## src/hw/ibc_pkg.sv

```systemverilog
// Purpose: constants, types and state layout of the byte-level two-wire bus controller
// Assumes: 10 MHz system clock, APB register access, open-drain bus pins
// Notes: register indexes are word indexes, byte address is four times the index
package ibc_pkg;

  // ==========================================================================
  // register map (word indexes)
  localparam logic [9:0] IBC_IDX_AUX = 10'h08e;
  localparam logic [9:0] IBC_IDX_CTL = 10'h0d8;
  localparam logic [9:0] IBC_IDX_STAT = 10'h0d9;
  localparam logic [9:0] IBC_IDX_DATA = 10'h0da;
  localparam logic [9:0] IBC_IDX_ADR = 10'h0db;

  // ==========================================================================
  // control, aux and address register fields
  localparam int IBC_CTL_CR2 = 7;
  localparam int IBC_CTL_EN = 6;
  localparam int IBC_CTL_STA = 5;
  localparam int IBC_CTL_STO = 4;
  localparam int IBC_CTL_SI = 3;
  localparam int IBC_CTL_AA = 2;
  localparam int IBC_CTL_CR1 = 1;
  localparam int IBC_CTL_CR0 = 0;
  localparam int IBC_AUX_FAST = 3;
  localparam int IBC_ADR_GC = 0;

  // ==========================================================================
  // reset values
  localparam logic [7:0] IBC_CTL_RST = 8'h00;
  localparam logic [7:0] IBC_ADR_RST = 8'h00;
  localparam logic [7:0] IBC_AUX_RST = 8'h00;

  // ==========================================================================
  // status codes
  localparam logic [7:0] IBC_ST_IDLE = 8'hf8;
  localparam logic [7:0] IBC_ST_START = 8'h08;
  localparam logic [7:0] IBC_ST_RSTART = 8'h10;
  localparam logic [7:0] IBC_ST_MT_ADDR = 8'h18;
  localparam logic [7:0] IBC_ST_MT_DATA = 8'h28;
  localparam logic [7:0] IBC_ST_LOST = 8'h38;
  localparam logic [7:0] IBC_ST_MR_ADDR = 8'h40;
  localparam logic [7:0] IBC_ST_MR_DATA = 8'h50;
  localparam logic [7:0] IBC_ST_SR_OWN = 8'h60;
  localparam logic [7:0] IBC_ST_LOST_OWN = 8'h68;
  localparam logic [7:0] IBC_ST_SR_GC = 8'h70;
  localparam logic [7:0] IBC_ST_LOST_GC = 8'h78;
  localparam logic [7:0] IBC_ST_SR_DATA = 8'h80;
  localparam logic [7:0] IBC_ST_GC_DATA = 8'h90;
  localparam logic [7:0] IBC_ST_SR_STOP = 8'ha0;
  localparam logic [7:0] IBC_ST_LOST_RD = 8'hb0;
  localparam logic [7:0] IBC_ST_NACK_OFS = 8'h08;

  // ==========================================================================
  // bit period divisors of the system clock, indexed by {cr2, cr1, cr0}
  localparam logic [7:0][9:0] IBC_DIV_TBL = {10'h0f0, 10'h03c, 10'h078, 10'h3c0,
                                             10'h0a0, 10'h0c0, 10'h0e0, 10'h100};

  // ==========================================================================
  // types
  typedef enum logic [4:0] {
    M_IDLE = 5'b00001,
    M_START = 5'b00010,
    M_RUN = 5'b00100,
    M_RSTA = 5'b01000,
    M_STOP = 5'b10000
  } ibc_mst_e;

  typedef struct packed {
    logic psel;
    logic penable;
    logic pwrite;
    logic [11:0] paddr;
    logic [31:0] pwdata;
  } ibc_apb_req_s;

  typedef struct packed {
    logic pready;
    logic [31:0] prdata;
    logic pslverr;
  } ibc_apb_rsp_s;

  typedef struct packed {
    logic [7:0] ctl;
    logic [7:0] stat;
    logic [7:0] data;
    logic [7:0] adr;
    logic [7:0] aux;
    logic aux_lock;
    ibc_mst_e mstate;
    logic ph;
    logic [9:0] cnt;
    logic [3:0] bc;
    logic scl_m, scl_s, scl_p;
    logic sda_m, sda_s, sda_p;
    logic scl_oe, sda_oe;
    logic mst, tx, rd, xmit, addrp, addressed, gc, lost, hold, ackr;
    logic bus_free, busy, rsta;
    ibc_apb_rsp_s apb;
  } ibc_state_s;

endpackage : ibc_pkg

```

## src/hw/ibc_top.sv

```systemverilog
// Purpose: byte-level two-wire bus controller, master tx/rx and slave rx
// Assumes: pins are open-drain, level on the wire comes back on i_scl/i_sda
// Notes: one wait state on every APB access; slave transmit is not carried
//
// Our own choice: the APB register port.
`timescale 1ns/100ps

module ibc_top (
  // clock and reset
  input wire logic i_clk_sys,
  input wire logic i_rst,
  // register bus
  input wire ibc_pkg::ibc_apb_req_s i_apb,
  output ibc_pkg::ibc_apb_rsp_s o_apb,
  // two-wire bus pins
  input wire logic i_scl,
  output logic o_scl,
  output logic o_scl_oe,
  input wire logic i_sda,
  output logic o_sda,
  output logic o_sda_oe
);
  import ibc_pkg::*;

  // ==========================================================================
  // state
  ibc_state_s q;
  ibc_state_s n;
  logic scl_rise;
  logic scl_fall;
  logic start_det;
  logic stop_det;
  logic en;
  logic clr_si;
  logic acc;
  logic commit;
  logic [9:0] widx;
  logic [9:0] half;
  logic match_own;
  logic match_gc;
  logic [7:0] code;

  // ==========================================================================
  // next-state logic
  always_comb begin
    n = q;
    // two-flop synchronisers, edge detection only on the second stage onward
    n.scl_m = i_scl;
    n.scl_s = q.scl_m;
    n.scl_p = q.scl_s;
    n.sda_m = i_sda;
    n.sda_s = q.sda_m;
    n.sda_p = q.sda_s;
    scl_rise = q.scl_s & ~q.scl_p;
    scl_fall = ~q.scl_s & q.scl_p;
    start_det = q.scl_s & q.scl_p & q.sda_p & ~q.sda_s;
    stop_det = q.scl_s & q.scl_p & ~q.sda_p & q.sda_s;
    en = q.ctl[IBC_CTL_EN];
    clr_si = 1'b0;
    match_own = 1'b0;
    match_gc = 1'b0;
    code = IBC_ST_IDLE;
    // rate bits only shape the clock this end makes as master
    half = IBC_DIV_TBL[{q.ctl[IBC_CTL_CR2], q.ctl[IBC_CTL_CR1], q.ctl[IBC_CTL_CR0]}] >> 1;
    if (q.aux[IBC_AUX_FAST]) begin
      half = half >> 1;
    end

    // apb slave: answer registered one cycle into the access phase
    widx = i_apb.paddr[11:2];
    acc = i_apb.psel & i_apb.penable & ~q.apb.pready;
    commit = i_apb.psel & i_apb.penable & q.apb.pready & i_apb.pwrite;
    n.apb = '0;
    if (acc) begin
      n.apb.pready = 1'b1;
      unique case (widx)
        IBC_IDX_CTL: n.apb.prdata = {24'h000000, q.ctl};
        IBC_IDX_STAT: n.apb.prdata = {24'h000000, q.stat};
        IBC_IDX_DATA: n.apb.prdata = {24'h000000, q.data};
        IBC_IDX_ADR: n.apb.prdata = {24'h000000, q.adr};
        IBC_IDX_AUX: n.apb.prdata = {24'h000000, q.aux};
        default: n.apb.pslverr = 1'b1;
      endcase
    end
    if (commit) begin
      unique case (widx)
        IBC_IDX_CTL: begin
          // the flag can only be cleared by software, writing one is ignored
          n.ctl = {i_apb.pwdata[7:4], q.ctl[IBC_CTL_SI] & i_apb.pwdata[3], i_apb.pwdata[2:0]};
          clr_si = q.ctl[IBC_CTL_SI] & ~i_apb.pwdata[3];
        end
        IBC_IDX_DATA: n.data = i_apb.pwdata[7:0];
        IBC_IDX_ADR: n.adr = i_apb.pwdata[7:0];
        IBC_IDX_AUX: begin
          // write once: later writes are dropped
          if (!q.aux_lock) begin
            n.aux = i_apb.pwdata[7:0];
            n.aux_lock = 1'b1;
          end
        end
        default: n.ctl = q.ctl;
      endcase
    end

    // resume after software clears the flag; that same write carries stop or start
    if (clr_si) begin
      n.stat = IBC_ST_IDLE;
      n.hold = 1'b0;
      if (q.mst) begin
        if (q.stat == IBC_ST_START || q.stat == IBC_ST_RSTART) begin
          // address byte: its direction bit picks transmit or receive
          n.tx = ~q.data[0];
          n.rd = q.data[0];
          n.xmit = 1'b1;
          n.sda_oe = ~q.data[7];
        end else if (n.ctl[IBC_CTL_STO]) begin
          n.mstate = M_STOP;
          n.ph = 1'b0;
          n.cnt = '0;
        end else if (n.ctl[IBC_CTL_STA]) begin
          n.mstate = M_RSTA;
          n.ph = 1'b0;
          n.cnt = '0;
        end else begin
          n.xmit = q.tx;
          n.sda_oe = q.tx & ~q.data[7];
        end
      end
    end

    // master clock and condition generator
    unique case (q.mstate)
      M_IDLE: begin
        n.scl_oe = n.hold;
        // start waits for a free bus and no pending flag
        if (q.ctl[IBC_CTL_STA] && !q.ctl[IBC_CTL_SI] && q.bus_free && !q.busy) begin
          n.mstate = M_START;
          n.cnt = '0;
          n.sda_oe = 1'b1;
          n.rsta = 1'b0;
        end
      end
      M_START: begin
        n.cnt = q.cnt + 10'h001;
        if (q.cnt >= half) begin
          n.scl_oe = 1'b1;
          n.mst = 1'b1;
          n.addrp = 1'b1;
          n.stat = q.rsta ? IBC_ST_RSTART : IBC_ST_START;
          n.ctl[IBC_CTL_SI] = 1'b1;
          n.mstate = M_RUN;
          n.ph = 1'b0;
          n.cnt = '0;
        end
      end
      M_RUN: begin
        if (q.ctl[IBC_CTL_SI]) begin
          // clock held low while the flag waits for software
          n.scl_oe = 1'b1;
          n.ph = 1'b0;
          n.cnt = '0;
        end else if (!q.ph) begin
          n.scl_oe = 1'b1;
          n.cnt = q.cnt + 10'h001;
          if (q.cnt >= half) begin
            n.scl_oe = 1'b0;
            n.ph = 1'b1;
            n.cnt = '0;
          end
        end else if (q.scl_s) begin
          // high time counts only once the wire is high: stretching slaves win
          n.cnt = q.cnt + 10'h001;
          if (q.cnt >= half) begin
            n.scl_oe = 1'b1;
            n.ph = 1'b0;
            n.cnt = '0;
          end
        end
      end
      M_RSTA, M_STOP: begin
        n.sda_oe = (q.mstate == M_STOP);
        if (!q.ph) begin
          n.scl_oe = 1'b1;
          n.cnt = q.cnt + 10'h001;
          if (q.cnt >= half) begin
            n.scl_oe = 1'b0;
            n.ph = 1'b1;
            n.cnt = '0;
          end
        end else if (q.scl_s) begin
          n.cnt = q.cnt + 10'h001;
          if (q.cnt >= half) begin
            n.cnt = '0;
            n.sda_oe = (q.mstate == M_RSTA);
            if (q.mstate == M_RSTA) begin
              n.rsta = 1'b1;
              n.mstate = M_START;
            end else begin
              n.ctl[IBC_CTL_STO] = 1'b0;
              n.mst = 1'b0;
              n.mstate = M_IDLE;
            end
          end
        end
      end
      default: n.mstate = M_IDLE;
    endcase

    // bus monitor and bit engine, running even with acknowledge disabled
    if (start_det) begin
      n.bus_free = 1'b0;
      n.busy = 1'b1;
      n.bc = '0;
      n.addrp = 1'b1;
      n.xmit = 1'b0;
      if (q.addressed && !q.mst) begin
        n.stat = IBC_ST_SR_STOP;
        n.ctl[IBC_CTL_SI] = 1'b1;
        n.addressed = 1'b0;
      end
    end else if (stop_det) begin
      n.bus_free = 1'b1;
      n.busy = 1'b0;
      n.bc = '0;
      n.addrp = 1'b0;
      if (q.addressed) begin
        n.stat = IBC_ST_SR_STOP;
        n.ctl[IBC_CTL_SI] = 1'b1;
        n.addressed = 1'b0;
      end
    end else if (q.busy && scl_rise) begin
      if (q.bc < 4'h8) begin
        // sent a one but the wire is low: another master owns the bus
        if (q.xmit && q.mst && q.data[7] && !q.sda_s) begin
          n.lost = 1'b1;
          n.mst = 1'b0;
          n.xmit = 1'b0;
          n.mstate = M_IDLE;
          n.scl_oe = 1'b0;
          n.sda_oe = 1'b0;
        end
        n.data = {q.data[6:0], q.sda_s};
        n.bc = q.bc + 4'h1;
      end else begin
        n.ackr = ~q.sda_s;
        n.bc = 4'h9;
      end
    end else if (q.busy && scl_fall) begin
      if (q.bc < 4'h8) begin
        n.sda_oe = q.xmit & ~q.data[7];
      end else if (q.bc == 4'h8) begin
        n.sda_oe = 1'b0;
        if (!q.xmit) begin
          match_own = q.data[7:1] == q.adr[7:1];
          match_gc = (q.data == 8'h00) & q.adr[IBC_ADR_GC];
          if (q.mst) begin
            n.sda_oe = q.ctl[IBC_CTL_AA];
          end else if (q.addrp) begin
            // own address only with write, except after a lost arbitration
            if (q.ctl[IBC_CTL_AA] && ((match_own && (!q.data[0] || q.lost)) || match_gc)) begin
              n.addressed = 1'b1;
              n.gc = match_gc & ~match_own;
              n.rd = q.data[0];
              n.sda_oe = 1'b1;
            end
          end else if (q.addressed) begin
            n.sda_oe = q.ctl[IBC_CTL_AA];
          end
        end
      end else begin
        n.sda_oe = 1'b0;
        n.bc = '0;
        n.addrp = 1'b0;
        n.xmit = 1'b0;
        if (q.mst) begin
          if (q.addrp) begin
            code = q.tx ? IBC_ST_MT_ADDR : IBC_ST_MR_ADDR;
          end else begin
            code = q.tx ? IBC_ST_MT_DATA : IBC_ST_MR_DATA;
          end
          n.stat = q.ackr ? code : code + IBC_ST_NACK_OFS;
          n.ctl[IBC_CTL_SI] = 1'b1;
        end else if (q.lost) begin
          // addressed after losing: report as slave, else plain loss
          if (q.addressed) begin
            n.stat = q.gc ? IBC_ST_LOST_GC : (q.rd ? IBC_ST_LOST_RD : IBC_ST_LOST_OWN);
          end else begin
            n.stat = IBC_ST_LOST;
          end
          n.hold = q.addressed;
          n.scl_oe = q.addressed;
          n.addressed = q.addressed & ~q.rd;
          n.lost = 1'b0;
          n.ctl[IBC_CTL_SI] = 1'b1;
        end else if (q.addressed) begin
          if (q.addrp) begin
            n.stat = q.gc ? IBC_ST_SR_GC : IBC_ST_SR_OWN;
          end else begin
            code = q.gc ? IBC_ST_GC_DATA : IBC_ST_SR_DATA;
            n.stat = q.ackr ? code : code + IBC_ST_NACK_OFS;
            n.addressed = q.ackr;
          end
          n.hold = 1'b1;
          n.scl_oe = 1'b1;
          n.ctl[IBC_CTL_SI] = 1'b1;
        end
      end
    end

    // disabled: take no part in the bus, only keep the pins released
    if (!en) begin
      n.mstate = M_IDLE;
      n.scl_oe = 1'b0;
      n.sda_oe = 1'b0;
      n.mst = 1'b0;
      n.busy = 1'b0;
      n.bus_free = 1'b1;
      n.addressed = 1'b0;
      n.lost = 1'b0;
      n.hold = 1'b0;
      n.xmit = 1'b0;
      n.bc = '0;
    end
    // enable and rate bits are only ever written by software
    n.ctl[IBC_CTL_EN] = commit && widx == IBC_IDX_CTL ? i_apb.pwdata[IBC_CTL_EN] : q.ctl[IBC_CTL_EN];
  end

  // ==========================================================================
  // state register; synchroniser stages reset high like an idle bus
  always_ff @(posedge i_clk_sys) begin
    if (i_rst) begin
      q <= '0;
      q.ctl <= IBC_CTL_RST;
      q.adr <= IBC_ADR_RST;
      q.aux <= IBC_AUX_RST;
      q.stat <= IBC_ST_IDLE;
      q.mstate <= M_IDLE;
      q.bus_free <= 1'b1;
      q.scl_m <= 1'b1;
      q.scl_s <= 1'b1;
      q.scl_p <= 1'b1;
      q.sda_m <= 1'b1;
      q.sda_s <= 1'b1;
      q.sda_p <= 1'b1;
    end else begin
      q <= n;
    end
  end

  // ==========================================================================
  // outputs: open-drain pins only ever pull low
  assign o_apb = q.apb;
  assign o_scl_oe = q.scl_oe;
  assign o_sda_oe = q.sda_oe;
  assign o_scl = 1'b0;
  assign o_sda = 1'b0;

endmodule : ibc_top
```

## config.mk

```make
export PLATFORM = sky130hd
export DESIGN_NAME = ibc_top
export DESIGN_NICKNAME = d
export VERILOG_FILES = /design/src/hw/ibc_pkg.sv /design/src/hw/ibc_top.sv
export SDC_FILE = /design/constraint.sdc
export NUM_CORES = 1
export LEC_CHECK = 0
export ABC_AREA = 0
export BUFFER_PORTS_ARGS = -buffer_cell sky130_fd_sc_hd__buf_2
export CAP_MARGIN = 20
export CORE_AREA = 2 2 109 111
export DETAILED_ROUTE_END_ITERATION = 12
export DIE_AREA = 0 0 111 113
export GPL_TIMING_DRIVEN = 0
export PLACE_DENSITY = 0.76
export SLEW_MARGIN = 20
export SYNTH_ARGS = -nofsm -noshare
export SYNTH_HDL_FRONTEND = slang
export SYNTH_SLANG_ARGS = --single-unit
```

## constraint.sdc

```tcl
create_clock -name i_clk_sys -period 2.6 [get_ports i_clk_sys]
set_clock_uncertainty 0.1 [all_clocks]
set_input_delay 0 -clock i_clk_sys [delete_from_list [all_inputs] [get_ports i_clk_sys]]
set_output_delay 0 -clock i_clk_sys [all_outputs]
set_load 0.03 [all_outputs]
```

# [Word-level counts from Yosys, hierarchy flattened]
# Memory sizes are Yosys's and may differ from the RTL's. A register that Yosys moved wholly into a read port is not among the register bits.
# Cells that the tools add are included.
# W data, S select, Z words.
[classes] add_sub_neg=4 magnitude_cmp=3 eq_ne=35 n_mux=206 bitwise_logic=35 reduce_logical=42
[op_table] op="$mux W8" count=33
[op_table] op="$mux W16" count=6
[op_table] op="$mux W1" count=85
[op_table] op="$mux W5" count=12
[op_table] op="$mux W2" count=28
[op_table] op="$mux W11" count=5
[op_table] op="$eq A10 B8 Y1 const B" count=5
[op_table] op="$mux W10" count=5
[op_table] op="$pmux W10 S4" count=1
[op_table] op="$pmux W8 S5" count=1
[op_table] op="$mux W7" count=5
[op_table] op="$mux W34" count=1
[op_table] op="$mux W9" count=3
[op_table] op="$mux W25" count=1
[op_table] op="$mux W3" count=7
[op_table] op="$ne A7 B7 Y1 const B" count=3
[op_table] op="$mux W4" count=5
[op_table] op="$pmux W5 S4" count=1
[op_table] op="$and A1 B1 Y1" count=18
[op_table] op="$not A1 Y1" count=17
[op_table] op="$add A8 B4 Y8 const B" count=2
[op_table] op="$reduce_and A8 Y1" count=2
[op_table] op="$ne A2 B2 Y1 const B" count=7
[op_table] op="$logic_and A1 B1 Y1" count=12
[op_table] op="38 further kinds" count=60
[totals] register_bits=116 mem_bits_ro=80 inputBits=51 memories=1
[memory_table] name="(no name shown)" words=8 width=10 rd=1 rd_clocked_by_memory_dff=1 wr=0 line_no="ibc_top.sv:64" text="half = IBC_DIV_TBL[{q.ctl[IBC_CTL_CR2], q.ctl[IBC_CTL_CR1], q.ctl[IBC_CTL_CR0]}] >> 1;"

# [Depth between registers and ports, before layout]
# Gate-level depths: netlist of the first run.
[depth] word_depth=21 depth_mapped=10

# [Worst setup path before layout of the first run]
# Ideal clock, no wire load.
[synth_path] path_type="register to register" start="register q[79] (netlist name)" end="register q, in the netlist o_scl_oe" setup_time_ps=120 arrival_time_ps=2649 setup_slack_ps=-269 path_stages_with_launch=11 n_path_buf=2 synth_period_minus_slack_ps=2869 cell_sequence="dfxtp_1 > clkbuf_1 > mux2i_1 > ha_1 > a21o_1 > a211oi_1 > o41ai_2 > or2_2 > buf_2 > a22o_1 > o31a_1"
[synth_between] elab_chain_cells=16 elab_cells_between_ends=20
[synth_rtl] element="start: declaration" line_no="ibc_top.sv:27" text="ibc_state_s q;"
[synth_rtl] element="start signal: assignment" line_no="ibc_top.sv:346" text="q <= n;"
[synth_rtl] element="$mux W9 *" line_no="ibc_top.sv:65" text="if (q.aux[IBC_AUX_FAST]) begin"
[synth_rtl] element="$ge A10 B9 Y1 *"
[synth_rtl] element="$mux W1" line_no="ibc_top.sv:145, ibc_top.sv:173"
[synth_rtl] element="$mux W1" line_no="ibc_top.sv:170" text="end else if (q.scl_s) begin"
[synth_rtl] element="$mux W1" line_no="ibc_top.sv:162" text="end else if (!q.ph) begin"
[synth_rtl] element="$mux W1" line_no="ibc_top.sv:157" text="if (q.ctl[IBC_CTL_SI]) begin"
[synth_rtl] element="$pmux W1 S4 *" line_no="ibc_top.sv:132" text="unique case (q.mstate)"
[synth_rtl] element="$mux W1" line_no="ibc_top.sv:295" text="end else if (q.addressed) begin"
[synth_rtl] element="$mux W1" line_no="ibc_top.sv:283" text="end else if (q.lost) begin"
[synth_rtl] element="$mux W1" line_no="ibc_top.sv:275" text="if (q.mst) begin"
[synth_rtl] element="$mux W1" line_no="ibc_top.sv:251" text="end else if (q.bc == 4'h8) begin"
[synth_rtl] element="$mux W1" line_no="ibc_top.sv:249" text="if (q.bc < 4'h8) begin"
[synth_rtl] element="$mux W2" line_no="ibc_top.sv:248" text="end else if (q.busy && scl_fall) begin"
[synth_rtl] element="$mux W2" line_no="ibc_top.sv:231" text="end else if (q.busy && scl_rise) begin"
[synth_rtl] element="$mux W3" line_no="ibc_top.sv:221" text="end else if (stop_det) begin"
[synth_rtl] element="$mux W3 *" line_no="ibc_top.sv:210" text="if (start_det) begin"
# Mark *: on every way between the ends. The rest lies on a longest branch, timed or not.
# A chain may end at the register's enable or synchronous reset.

# [Worst setup path after layout of the first run]
[layout_path] start="register q[79] (netlist name)" end="register q[103] (netlist name)"
[layout_between] elab_chain_cells=13 elab_cells_between_ends=15
[layout_rtl] element="$mux W9 *" line_no="ibc_top.sv:65"
[layout_rtl] element="$ge A10 B9 Y1 *" line_no="ibc_top.sv:145" text="if (q.cnt >= half) begin"
[layout_rtl] element="$mux W8 *" line_no="ibc_top.sv:145"
[layout_rtl] element="$mux W8 *" line_no="ibc_top.sv:132"
[layout_rtl] element="$mux W8" line_no="ibc_top.sv:295"
[layout_rtl] element="$mux W8" line_no="ibc_top.sv:283"
[layout_rtl] element="$mux W8" line_no="ibc_top.sv:275"
[layout_rtl] element="$mux W8" line_no="ibc_top.sv:251"
[layout_rtl] element="$mux W8" line_no="ibc_top.sv:249"
[layout_rtl] element="$mux W8" line_no="ibc_top.sv:248"
[layout_rtl] element="$mux W8" line_no="ibc_top.sv:231"
[layout_rtl] element="$mux W8" line_no="ibc_top.sv:221"
[layout_rtl] element="$mux W8 *" line_no="ibc_top.sv:210"
# Marked as above.

==> results of run 1 <==
## power groups by stage
stage / Combinational [W] / Sequential, W / Clock [W]
final: 0.000216 / 0.00154 / 0.00129
after floorplan: 0.000145 / 0.00158 / 0
after detailed placement: 0.000198 / 0.00158 / 0
after global routing: 0.000230 / 0.00154 / 0.00136
after CTS: 0.000211 / 0.00154 / 0.00132
after global placement: 0.000196 / 0.00158 / 0
## what timing repair did
item,CTS,global route
setup buffers,6,5
resized for setup,17,17
setup endpoints to repair,28,29
hold buffers,10,0
pin swaps,8,7
hold endpoints to repair,31,0
## stage by stage
step | hold WS [ns] | instances | instance area, um2 | util [%]
2_1_floorplan | 0.00381 | 708 | 5930 | -
3_3_place_gp | 0.0821 | 886 | 6290 | 55.8
3_5_place_dp | 0.0865 | 886 | 6290 | 55.8
4_1_cts | 0.0267 | 917 | 6760 | 60.0
5_1_grt | 0.0694 | 921 | 6860 | 60.9
6_report | 0.0411 | 921 | 6860 | 60.9
## state kept, by name, summed over array words and instances (netlist names), named ones only
register / cells
en: 1
o_sda_oe: 1
o_apb: 10
q: 75
n: 4
o_scl_oe: 1
## worst max-delay path, delay by kind of cell, from the launching register on
family / cells / cell delay [ns]
adders and majority gates: 1 / 0.31
buffers and inverters: 3 / 0.45
muxes: 2 / 0.23
DFF: 1 / 0.33
AOI/OAI and AO/OA: 3 / 1.03
and+or+nand+nor: 1 / 0.07
## routing by layer
layer	track usage (%)	vias up
li1	-	2593
met1	32.7	2557
met2	42.8	214
met3	6.11	32
met4	7.92	0
met5	0	-
## cell type report
cell class              instances  area [um2]
clock buffers                  10         229
multi-input cells             517        3530
repair buffers                 56         362
inverters                      21        78.8
flip-flops and latches        100        2000
well taps                     143         179
clock inverters                 6        48.8
fillers                       967        4410
plain buffers                  68         432
## worst max path at each step
stage / from / to / slack [ns] / depth (start not counted)
final: q[79]$_SDFFE_PP0P_ / q[103]$_SDFF_PP1_ / -0.04 / 10
after global routing: q[79]$_SDFFE_PP0P_ / q[61]$_SDFF_PP0_ / -0.11 / 10
after CTS: q[79]$_SDFFE_PP0P_ / q[102]$_SDFF_PP0_ / -0.04 / 10
after detailed placement: q[79]$_SDFFE_PP0P_ / q[103]$_SDFF_PP1_ / -0.39 / 9
after global placement: q[79]$_SDFFE_PP0P_ / q[103]$_SDFF_PP1_ / -0.34 / 9
after floorplan: q[79]$_SDFFE_PP0P_ / o_scl_oe$_SDFF_PP0_ / 0.04 / 10
## layout by cell type (no fill, tap or decap), types with 23 or more instances in the layout
master / instances
buf_4: 47
buf_2: 41
clkbuf_1: 23
o21ai_0: 23
mux2i_1: 40
a21oi_1: 44
dfxtp_1: 99
nand2_1: 52
conb_1: 26
nor2_1: 70
## kinds of logic after synthesis
logic type	synth area share (%)
and+or+nand+nor	22.6
xor gates and xnor gates	1.95
DFF	34.4
adders and majority gates	3.65
buffers and inverters	8.48
other	0.0644
AOI/OAI and AO/OA	18.9
muxes	9.97
==> impl_metrics.toml, run 1 <==
[run_status]
outcome = "finished with violations"
violations = "negative setup slack"

[synthesis]
yosysSeqAreaShare_pct = 34.4
yosysMostFrequentCell = "dfxtp_1"
avgSynthCellArea_um2 = 8.53
synth_edf_count = 0
synth-main-ff-cell = "dfxtp_1"
synth_commonest_cells = "dfxtp_1, nor2_1, nand2_1, a21oi_1, mux2i_1"
yosys_register_bits = 100
yosysTopAreaCell = "dfxtp_1"
synth.distinct_cells = 74
async_reset_ff_share_pct = 0
synthCells = 683
synth_area_leaders = "dfxtp_1, mux2i_1, buf_4, nor2_1, a21oi_1"
yosysWarnings = 0
synth_top_area_share_pct = 34.4
syn-cell-area_um2 = 5830

[grt]
grt_pass1_wl_mm = 25.4
grt_max_degree = 18
overflow = 0
grt_pass1_vias = 4988
grtUsageTotal_pct = 25.5
antenna_found_initial = 0

[route]
drc = 0
drt-total-wl_mm = 15.8
drtAntennaViolNets = 0
via_per_inst = 5.86
vias = 5396
wl_per_cell_um = 17.2
route.met3.wl_mm = 1.21
top_layer_used = "met4"
drt_iter0_drc = 571
met1_length_mm = 6.73
met2WireLength_mm = 7.56
dr.pass1.iters = 7

[placement]
dp_slack_ns = -0.389
port_buffers = 35
gp_routability_congestion = 0.960
hpwl_mm = 11.7

[critical_path]
path_class = "register to register"
required_ns = 2.75
slowest_stage = "o41ai_4"
crit_chain = "buf_8 -> buf_4 -> mux2i_1 -> ha_1 -> nand2_2 -> o41ai_4 -> o21bai_2 -> buf_8 -> mux2i_1 -> a211o_1"
arrival_ns = 2.79
slowest_delay_ns = 0.56
endpoint_kind = "register"
worstPathMaxFanout = 9
reg2regPathDepth = 10
rrSetupSlack_ns = -0.04
timing.rr.start = "q[79]$_SDFFE_PP0P_"
startpoint_type = "register"
r2r-end = "q[103]$_SDFF_PP1_"

[run]
maxCapViolCount = 0

[final_layout]
layout.nets = 841
final_layout_size_suffix_gt1_share_pct = 20.2
antenna_cells = 0
syn2layout_area_growth_pct = 17.7

[power_and_ir_drop]
switchingPower_w = 0.000771
combPwrFrac_pct = 7.1
power_w = 0.00305
pwr-share-clk_pct = 42.3
power_density_nw_per_um2 = 444
irDropWorstVdd_mv = 0.476
p_leak_nw = 2.67
p_int_w = 0.00228
switching_share_pct = 25.3
seq_power_share_pct = 50.6

[die]
coreArea_um2 = 11300
initial_core_util_pct = 51.7
io_pins = 89
die_area_um2 = 12500
rows = 39
fp.dieW_um = 111
die_h_um = 113

[min_path]
whs_endpoint = "q[59]$_SDFF_PP0_"
hp-class = "input pin to register"
hold_start = "i_rst"
hold_depth = 4

[sta]
setup_slack_ns = -0.0374
min_period_ns = 2.64
worstMarginPinSlew_ns = 0.864
fmax_mhz = 379
drv_slew = 0
setup_viol = 2
rsz0062_at_grt = "true"
relSlewSlack_pct = 41.6
hold_violations = 0
fin_crit_sh_pct = 101
tns_ns = -0.0582

[clocking]
clk_latency_ns = 0.36
clkTransAtPathRegs_ns = 0.07
cts.path.max_buffers = 2
cts_sinks = 100
numCtsBuffers = 9
cts-root-buf = "clkbuf_16"
tritoncts = "done"
htreeDepth = 3
Note: power is estimated with default switching activity, not from simulation.
==> inputs of run 2 (changes only) <==
--- a/config.mk
+++ b/config.mk
@@ -7,7 +7,7 @@
 export LEC_CHECK = 0
 export ABC_AREA = 0
 export BUFFER_PORTS_ARGS = -buffer_cell sky130_fd_sc_hd__buf_2
-export CAP_MARGIN = 20
+export CAP_MARGIN = 25
 export CORE_AREA = 2 2 109 111
 export DETAILED_ROUTE_END_ITERATION = 12
 export DIE_AREA = 0 0 111 113
==> constraint.sdc (replaced) <==
create_clock -name i_clk_sys -period 2.6 [get_ports i_clk_sys]
set_clock_uncertainty 0.1 [all_clocks]
set_input_delay 0.26 -clock i_clk_sys [delete_from_list [all_inputs] [get_ports i_clk_sys]]
set_output_delay 0.26 -clock i_clk_sys [all_outputs]
set_load 0.03 [all_outputs]
==> run 2 against run 1 <==
  * The run still ends with negative setup slack left
  * Sequential power about the same
  * Clock-buffer cell count stayed put
  * Critical path depth did not move
  * Routed wire length up 1.2%
  * Total power down 0.18%
  * Utilization shrank 0.36 points
  * Final cell count down 0.65%
  * Critical path type unchanged
  * Largest cell class unchanged
  * Largest power group unchanged
==> impl_metrics.toml, run 2 (synthesis results as in run 1) <==
[final_layout]
antenna_cells = 0
final_area_um2 = 6820
layout.nets = 835
final_layout_size_suffix_gt1_share_pct = 21.2
largest_reg_flops = 75
final_common_cell = "dfxtp_1"
nFillCells = 982
layout_common_cells = "dfxtp_1, nor2_1, nand2_1"
regMostFlops = "q"
syn2layout_area_growth_pct = 17.1

[critical_path]
endpoint_kind = "register"
path_class = "register to register"
required_ns = 2.75
arrival_ns = 2.79
worstPathMaxFanout = 9
startpoint_type = "register"

[die]
initial_core_util_pct = 51.7
coreArea_um2 = 11300
io_pins = 89
fp.dieW_um = 111
rows = 39
die_h_um = 113
die_area_um2 = 12500

[clocking]
cts.path.max_buffers = 2
numCtsBuffers = 9
clkTransAtPathRegs_ns = 0.07
tritoncts = "done"
cts-root-buf = "clkbuf_16"
cts_sinks = 100
clk_latency_ns = 0.36
htreeDepth = 3

[power_and_ir_drop]
switching_share_pct = 25.4
combPwrFrac_pct = 6.9
p_int_w = 0.00227
pwr-share-clk_pct = 42.4
p_leak_nw = 2.66
switchingPower_w = 0.000772
irDropWorstVdd_mv = 0.480
seq_power_share_pct = 50.7
power_density_nw_per_um2 = 446

[grt]
top_usage_layer = "met2"
grt_max_degree = 18
grtUsageTotal_pct = 25.3
grt_pass1_wl_mm = 25.3
grt_pass1_vias = 4949
met1_usage_pct = 32.6
antenna_found_initial = 0
met3_usage_pct = 6.11
overflow = 0
met2_usage_pct = 42.4

[sta]
setup_viol = 2
relSlewSlack_pct = 50.4
fin_crit_sh_pct = 101
fmax_mhz = 379
min_period_ns = 2.64
tns_ns = -0.0368
setup_slack_ns = -0.0364
drv_slew = 0
rsz0062_at_grt = "true"
worstMarginPinSlew_ns = 0.744
hold_violations = 0

[placement]
port_buffers = 35
dp_slack_ns = -0.389
hpwl_mm = 11.7
gp_routability_congestion = 0.960
placed_cell_area_um2 = 6290

[route]
vias = 5390
drt-total-wl_mm = 16.0
wl_per_cell_um = 17.5
drc = 0
drtAntennaViolNets = 0
drt_iter0_drc = 528
dr.pass1.iters = 6
via_per_inst = 5.89

[min_path]
hp-class = "input pin to register"

[run_status]
outcome = "finished with violations"
violations = "negative setup slack"

[run]
maxCapViolCount = 0
[run 2: critical path: stages (launching register included)]
cell,delay (ns)
dfxtp_2,0.33
buf_8,0.13
buf_6,0.11
mux2i_1,0.11
ha_1,0.31
nand2_2,0.07
o41ai_4,0.59
o21bai_2,0.22
buf_8,0.19
mux2i_1,0.12
a211o_1,0.25
[run 2: power by group through the flow]
stage | Sequential, W | Clock [W] | Combinational, W
global placement | 0.00158 | 0 | 0.000196
detailed placement | 0.00158 | 0 | 0.000198
global route | 0.00154 | 0.00136 | 0.000223
finish | 0.00154 | 0.00129 | 0.000210
CTS | 0.00154 | 0.00132 | 0.000202
floorplan | 0.00158 | 0 | 0.000145
[run 2: final timing paths]
check / startpoint / end / slack, ns / cells past startpoint
setup / recovery: q[79]$_SDFFE_PP0P_ / q[103]$_SDFF_PP1_ / -0.04 / 10
hold / removal: i_apb[1] / q[77]$_SDFFE_PP0P_ / 0.11 / 3
setup reg to reg: q[79]$_SDFFE_PP0P_ / q[103]$_SDFF_PP1_ / -0.04 / 10
hold reg to reg: n[50]$_SDFF_PP1_ / n[49]$_SDFF_PP1_ / 0.31 / 1
[run 2: through the flow]
stage / total power [W] / utilization [%] / hold slack, ns / cells
2_1_floorplan: 0.00172 / - / 0.264 / 708
6_report: 0.00304 / 60.5 / 0.108 / 915
5_1_grt: 0.00313 / 60.5 / 0.108 / 915
3_3_place_gp: 0.00177 / 55.8 / 0.297 / 886
4_1_cts: 0.00306 / 59.3 / 0.0934 / 909
3_5_place_dp: 0.00178 / 55.8 / 0.301 / 886
[run 2: per-layer routing]
layer,vias to the layer above,part of all wire (%)
met5,-,0
met4,0,2.0
met3,33,7.4
met2,218,48
met1,2570,43
li1,2569,-
[run 2: layout make-up]
class	count	area, um2	share of cell area [%]
Sequential cell	100	2000	29.4
Clock buffer	10	229	3.36
Clock inverter	6	48.8	0.716
Inverter	21	78.8	1.16
Multi-Input combinational cell	517	3540	51.9
Tap cell	143	179	2.62
Timing Repair Buffer	50	304	4.46
Buffer	68	435	6.39
[run 2: timing repair]
item / in CTS / in global routing
cloned: 0 / 1
gates resized for setup: 17 / 25
endpoints found under the setup margin: 28 / 33
hold endpoints to repair: 2 / 0
hold buffers: 2 / 0
buffers inserted: 6 / 6
pin swaps: 8 / 8
==> inputs of run 3 (changes only) <==
--- a/config.mk
+++ b/config.mk
@@ -8,9 +8,9 @@
 export ABC_AREA = 0
 export BUFFER_PORTS_ARGS = -buffer_cell sky130_fd_sc_hd__buf_2
 export CAP_MARGIN = 25
-export CORE_AREA = 2 2 109 111
+export CORE_AREA = 2 2 130 94
 export DETAILED_ROUTE_END_ITERATION = 12
-export DIE_AREA = 0 0 111 113
+export DIE_AREA = 0 0 132 96
 export GPL_TIMING_DRIVEN = 0
 export PLACE_DENSITY = 0.76
 export SLEW_MARGIN = 20
==> run 3 against run 2 <==
  * Critical path depth rose by 1
  * Global-route usage rose by 0.74 points
  * The run still ends with negative setup slack left
  * Final cell count is 1.5% higher
  * Final area increased by 0.57%
  * Critical path type unchanged
==> impl_metrics.toml, run 3 (synthesis results as in run 1) <==
[grt]
grt_pass1_vias = 5071
grt_max_degree = 16
grt_pass1_wl_mm = 26.0
grtUsageTotal_pct = 26.1
overflow = 0
antenna_found_initial = 0

[run_status]
violations = "negative setup slack"
outcome = "finished with violations"

[placement]
port_buffers = 35
hpwl_mm = 12.3
gp_routability_congestion = 0.942
dp_slack_ns = -0.449
place_inst = 900

[sta]
fmax_mhz = 378
drv_slew = 0
hold_violations = 0
setup_slack_ns = -0.0474
fin_crit_sh_pct = 102
min_period_ns = 2.65
rsz0062_at_grt = "true"
relSlewSlack_pct = 54.1
whs_ns = 0.0164
setup_viol = 2
worstMarginPinSlew_ns = 0.689

[route]
dr.pass1.iters = 5
drt-total-wl_mm = 16.8
via_per_inst = 5.96
vias = 5533
drc = 0
drt_iter0_drc = 504
wl_per_cell_um = 18.1
drtAntennaViolNets = 0

[power_and_ir_drop]
power_density_nw_per_um2 = 443
p_leak_nw = 2.67
irDropWorstVdd_mv = 0.388
power_w = 0.00304

[clocking]
clkTransAtPathRegs_ns = 0.07
htreeDepth = 3
clk_latency_ns = 0.34
cts-root-buf = "clkbuf_16"
numCtsBuffers = 9
cts.path.max_buffers = 2
cts_sinks = 100
tritoncts = "done"

[final_layout]
nFillCells = 992
layout.nets = 835
final_layout_size_suffix_gt1_share_pct = 21.0
layout_common_cells = "dfxtp_1, nor2_1, nand2_1"
syn2layout_area_growth_pct = 17.7
regMostFlops = "q"
regArea_um2 = 2000
final_cell_count_no_fill = 929
multi_input_area_um2 = 3550
antenna_cells = 0
final_common_cell = "dfxtp_1"
largest_reg_flops = 75

[critical_path]
arrival_ns = 2.78
startpoint_type = "register"
required_ns = 2.74
worstPathMaxFanout = 6
path_class = "register to register"
endpoint_kind = "register"

[die]
die_h_um = 96
rows = 33
coreArea_um2 = 11400
io_pins = 89
initial_core_util_pct = 50.9
die_area_um2 = 12700
fp.dieW_um = 132

[min_path]
hp-class = "input pin to register"

[run]
maxCapViolCount = 0
## run 3: cell count changes in the layout (fill, tap and decap cells not counted), moves of 2 or more
| cell | previous run | this run |
|---|---|---|
| buf_6 | 3 | 8 |
| buf_4 | 47 | 44 |
| a21oi_2 | 7 | 5 |
| o21ai_0 | 23 | 25 |
| o21ai_1 | 5 | 3 |
| clkbuf_8 | 0 | 2 |
## run 3: metrics by stage
stage                     instance area (um2)  setup TNS [ns]  util (%)
after floorplan                          5930               0         -
after global placement                   6310           -4.25      55.1
after detailed placement                 6310           -7.91      55.1
after CTS                                6680         -0.0586      58.4
after global routing                     6860           -1.02      60.0
final                                    6860         -0.0479      60.0
## run 3: final timing paths
check	cells past startpoint	from	slack [ns]	to
worst max-delay path	11	q[79]$_SDFFE_PP0P_	-0.05	q[42]$_SDFF_PP0_
worst min-delay path	2	i_sda	0.02	n[50]$_SDFF_PP1_
worst max register to register	11	q[79]$_SDFFE_PP0P_	-0.05	q[42]$_SDFF_PP0_
worst min register to register	1	n[53]$_SDFF_PP1_	0.31	n[52]$_SDFF_PP1_
## run 3: critical path, cell delays in order (launching register included)
cell and delay [ns]:
dfxtp_2 0.33, buf_8 0.13, buf_6 0.12, and2_4 0.14, ha_4 0.25, nand2b_4 0.12, a21oi_4 0.05, o41ai_4 0.49
o21bai_2 0.19, buf_8 0.17, buf_6 0.13, a2111oi_4 0.32
## run 3: power breakdown
part	internal [W]	total, W	switching [W]	leakage [nW]
Combinational	0.0000739	0.000211	0.000137	1.73
Sequential	0.00154	0.00154	0.00000630	0.807
Clock	0.000703	0.00128	0.000579	0.136
## run 3: routing by layer
metal | GRT usage (%) | up-vias | wire length (um)
met4 | 7.52 | 0 | 285
met2 | 41.7 | 300 | 7470
met3 | 6.32 | 28 | 1660
met1 | 35.4 | 2628 | 7380
met5 | 0 | - | 0
li1 | - | 2577 | -
## run 3: area by class of cell
class	count	share of cell area [%]
inverters	21	1.15
flip-flops and latches	100	29.2
well taps	157	2.86
clock buffers	13	3.79
repair buffers	50	4.56
plain buffers	68	6.35
clock inverters	3	0.310
multi-input cells	517	51.8
## run 3: repair_timing
item / in CTS / in global routing
hold endpoints to repair: 1 / 0
pin swaps: 4 / 17
hold buffers: 1 / 0
endpoints found under the setup margin: 31 / 31
setup buffers: 7 / 6
cloned: 0 / 1
resized for setup: 11 / 32
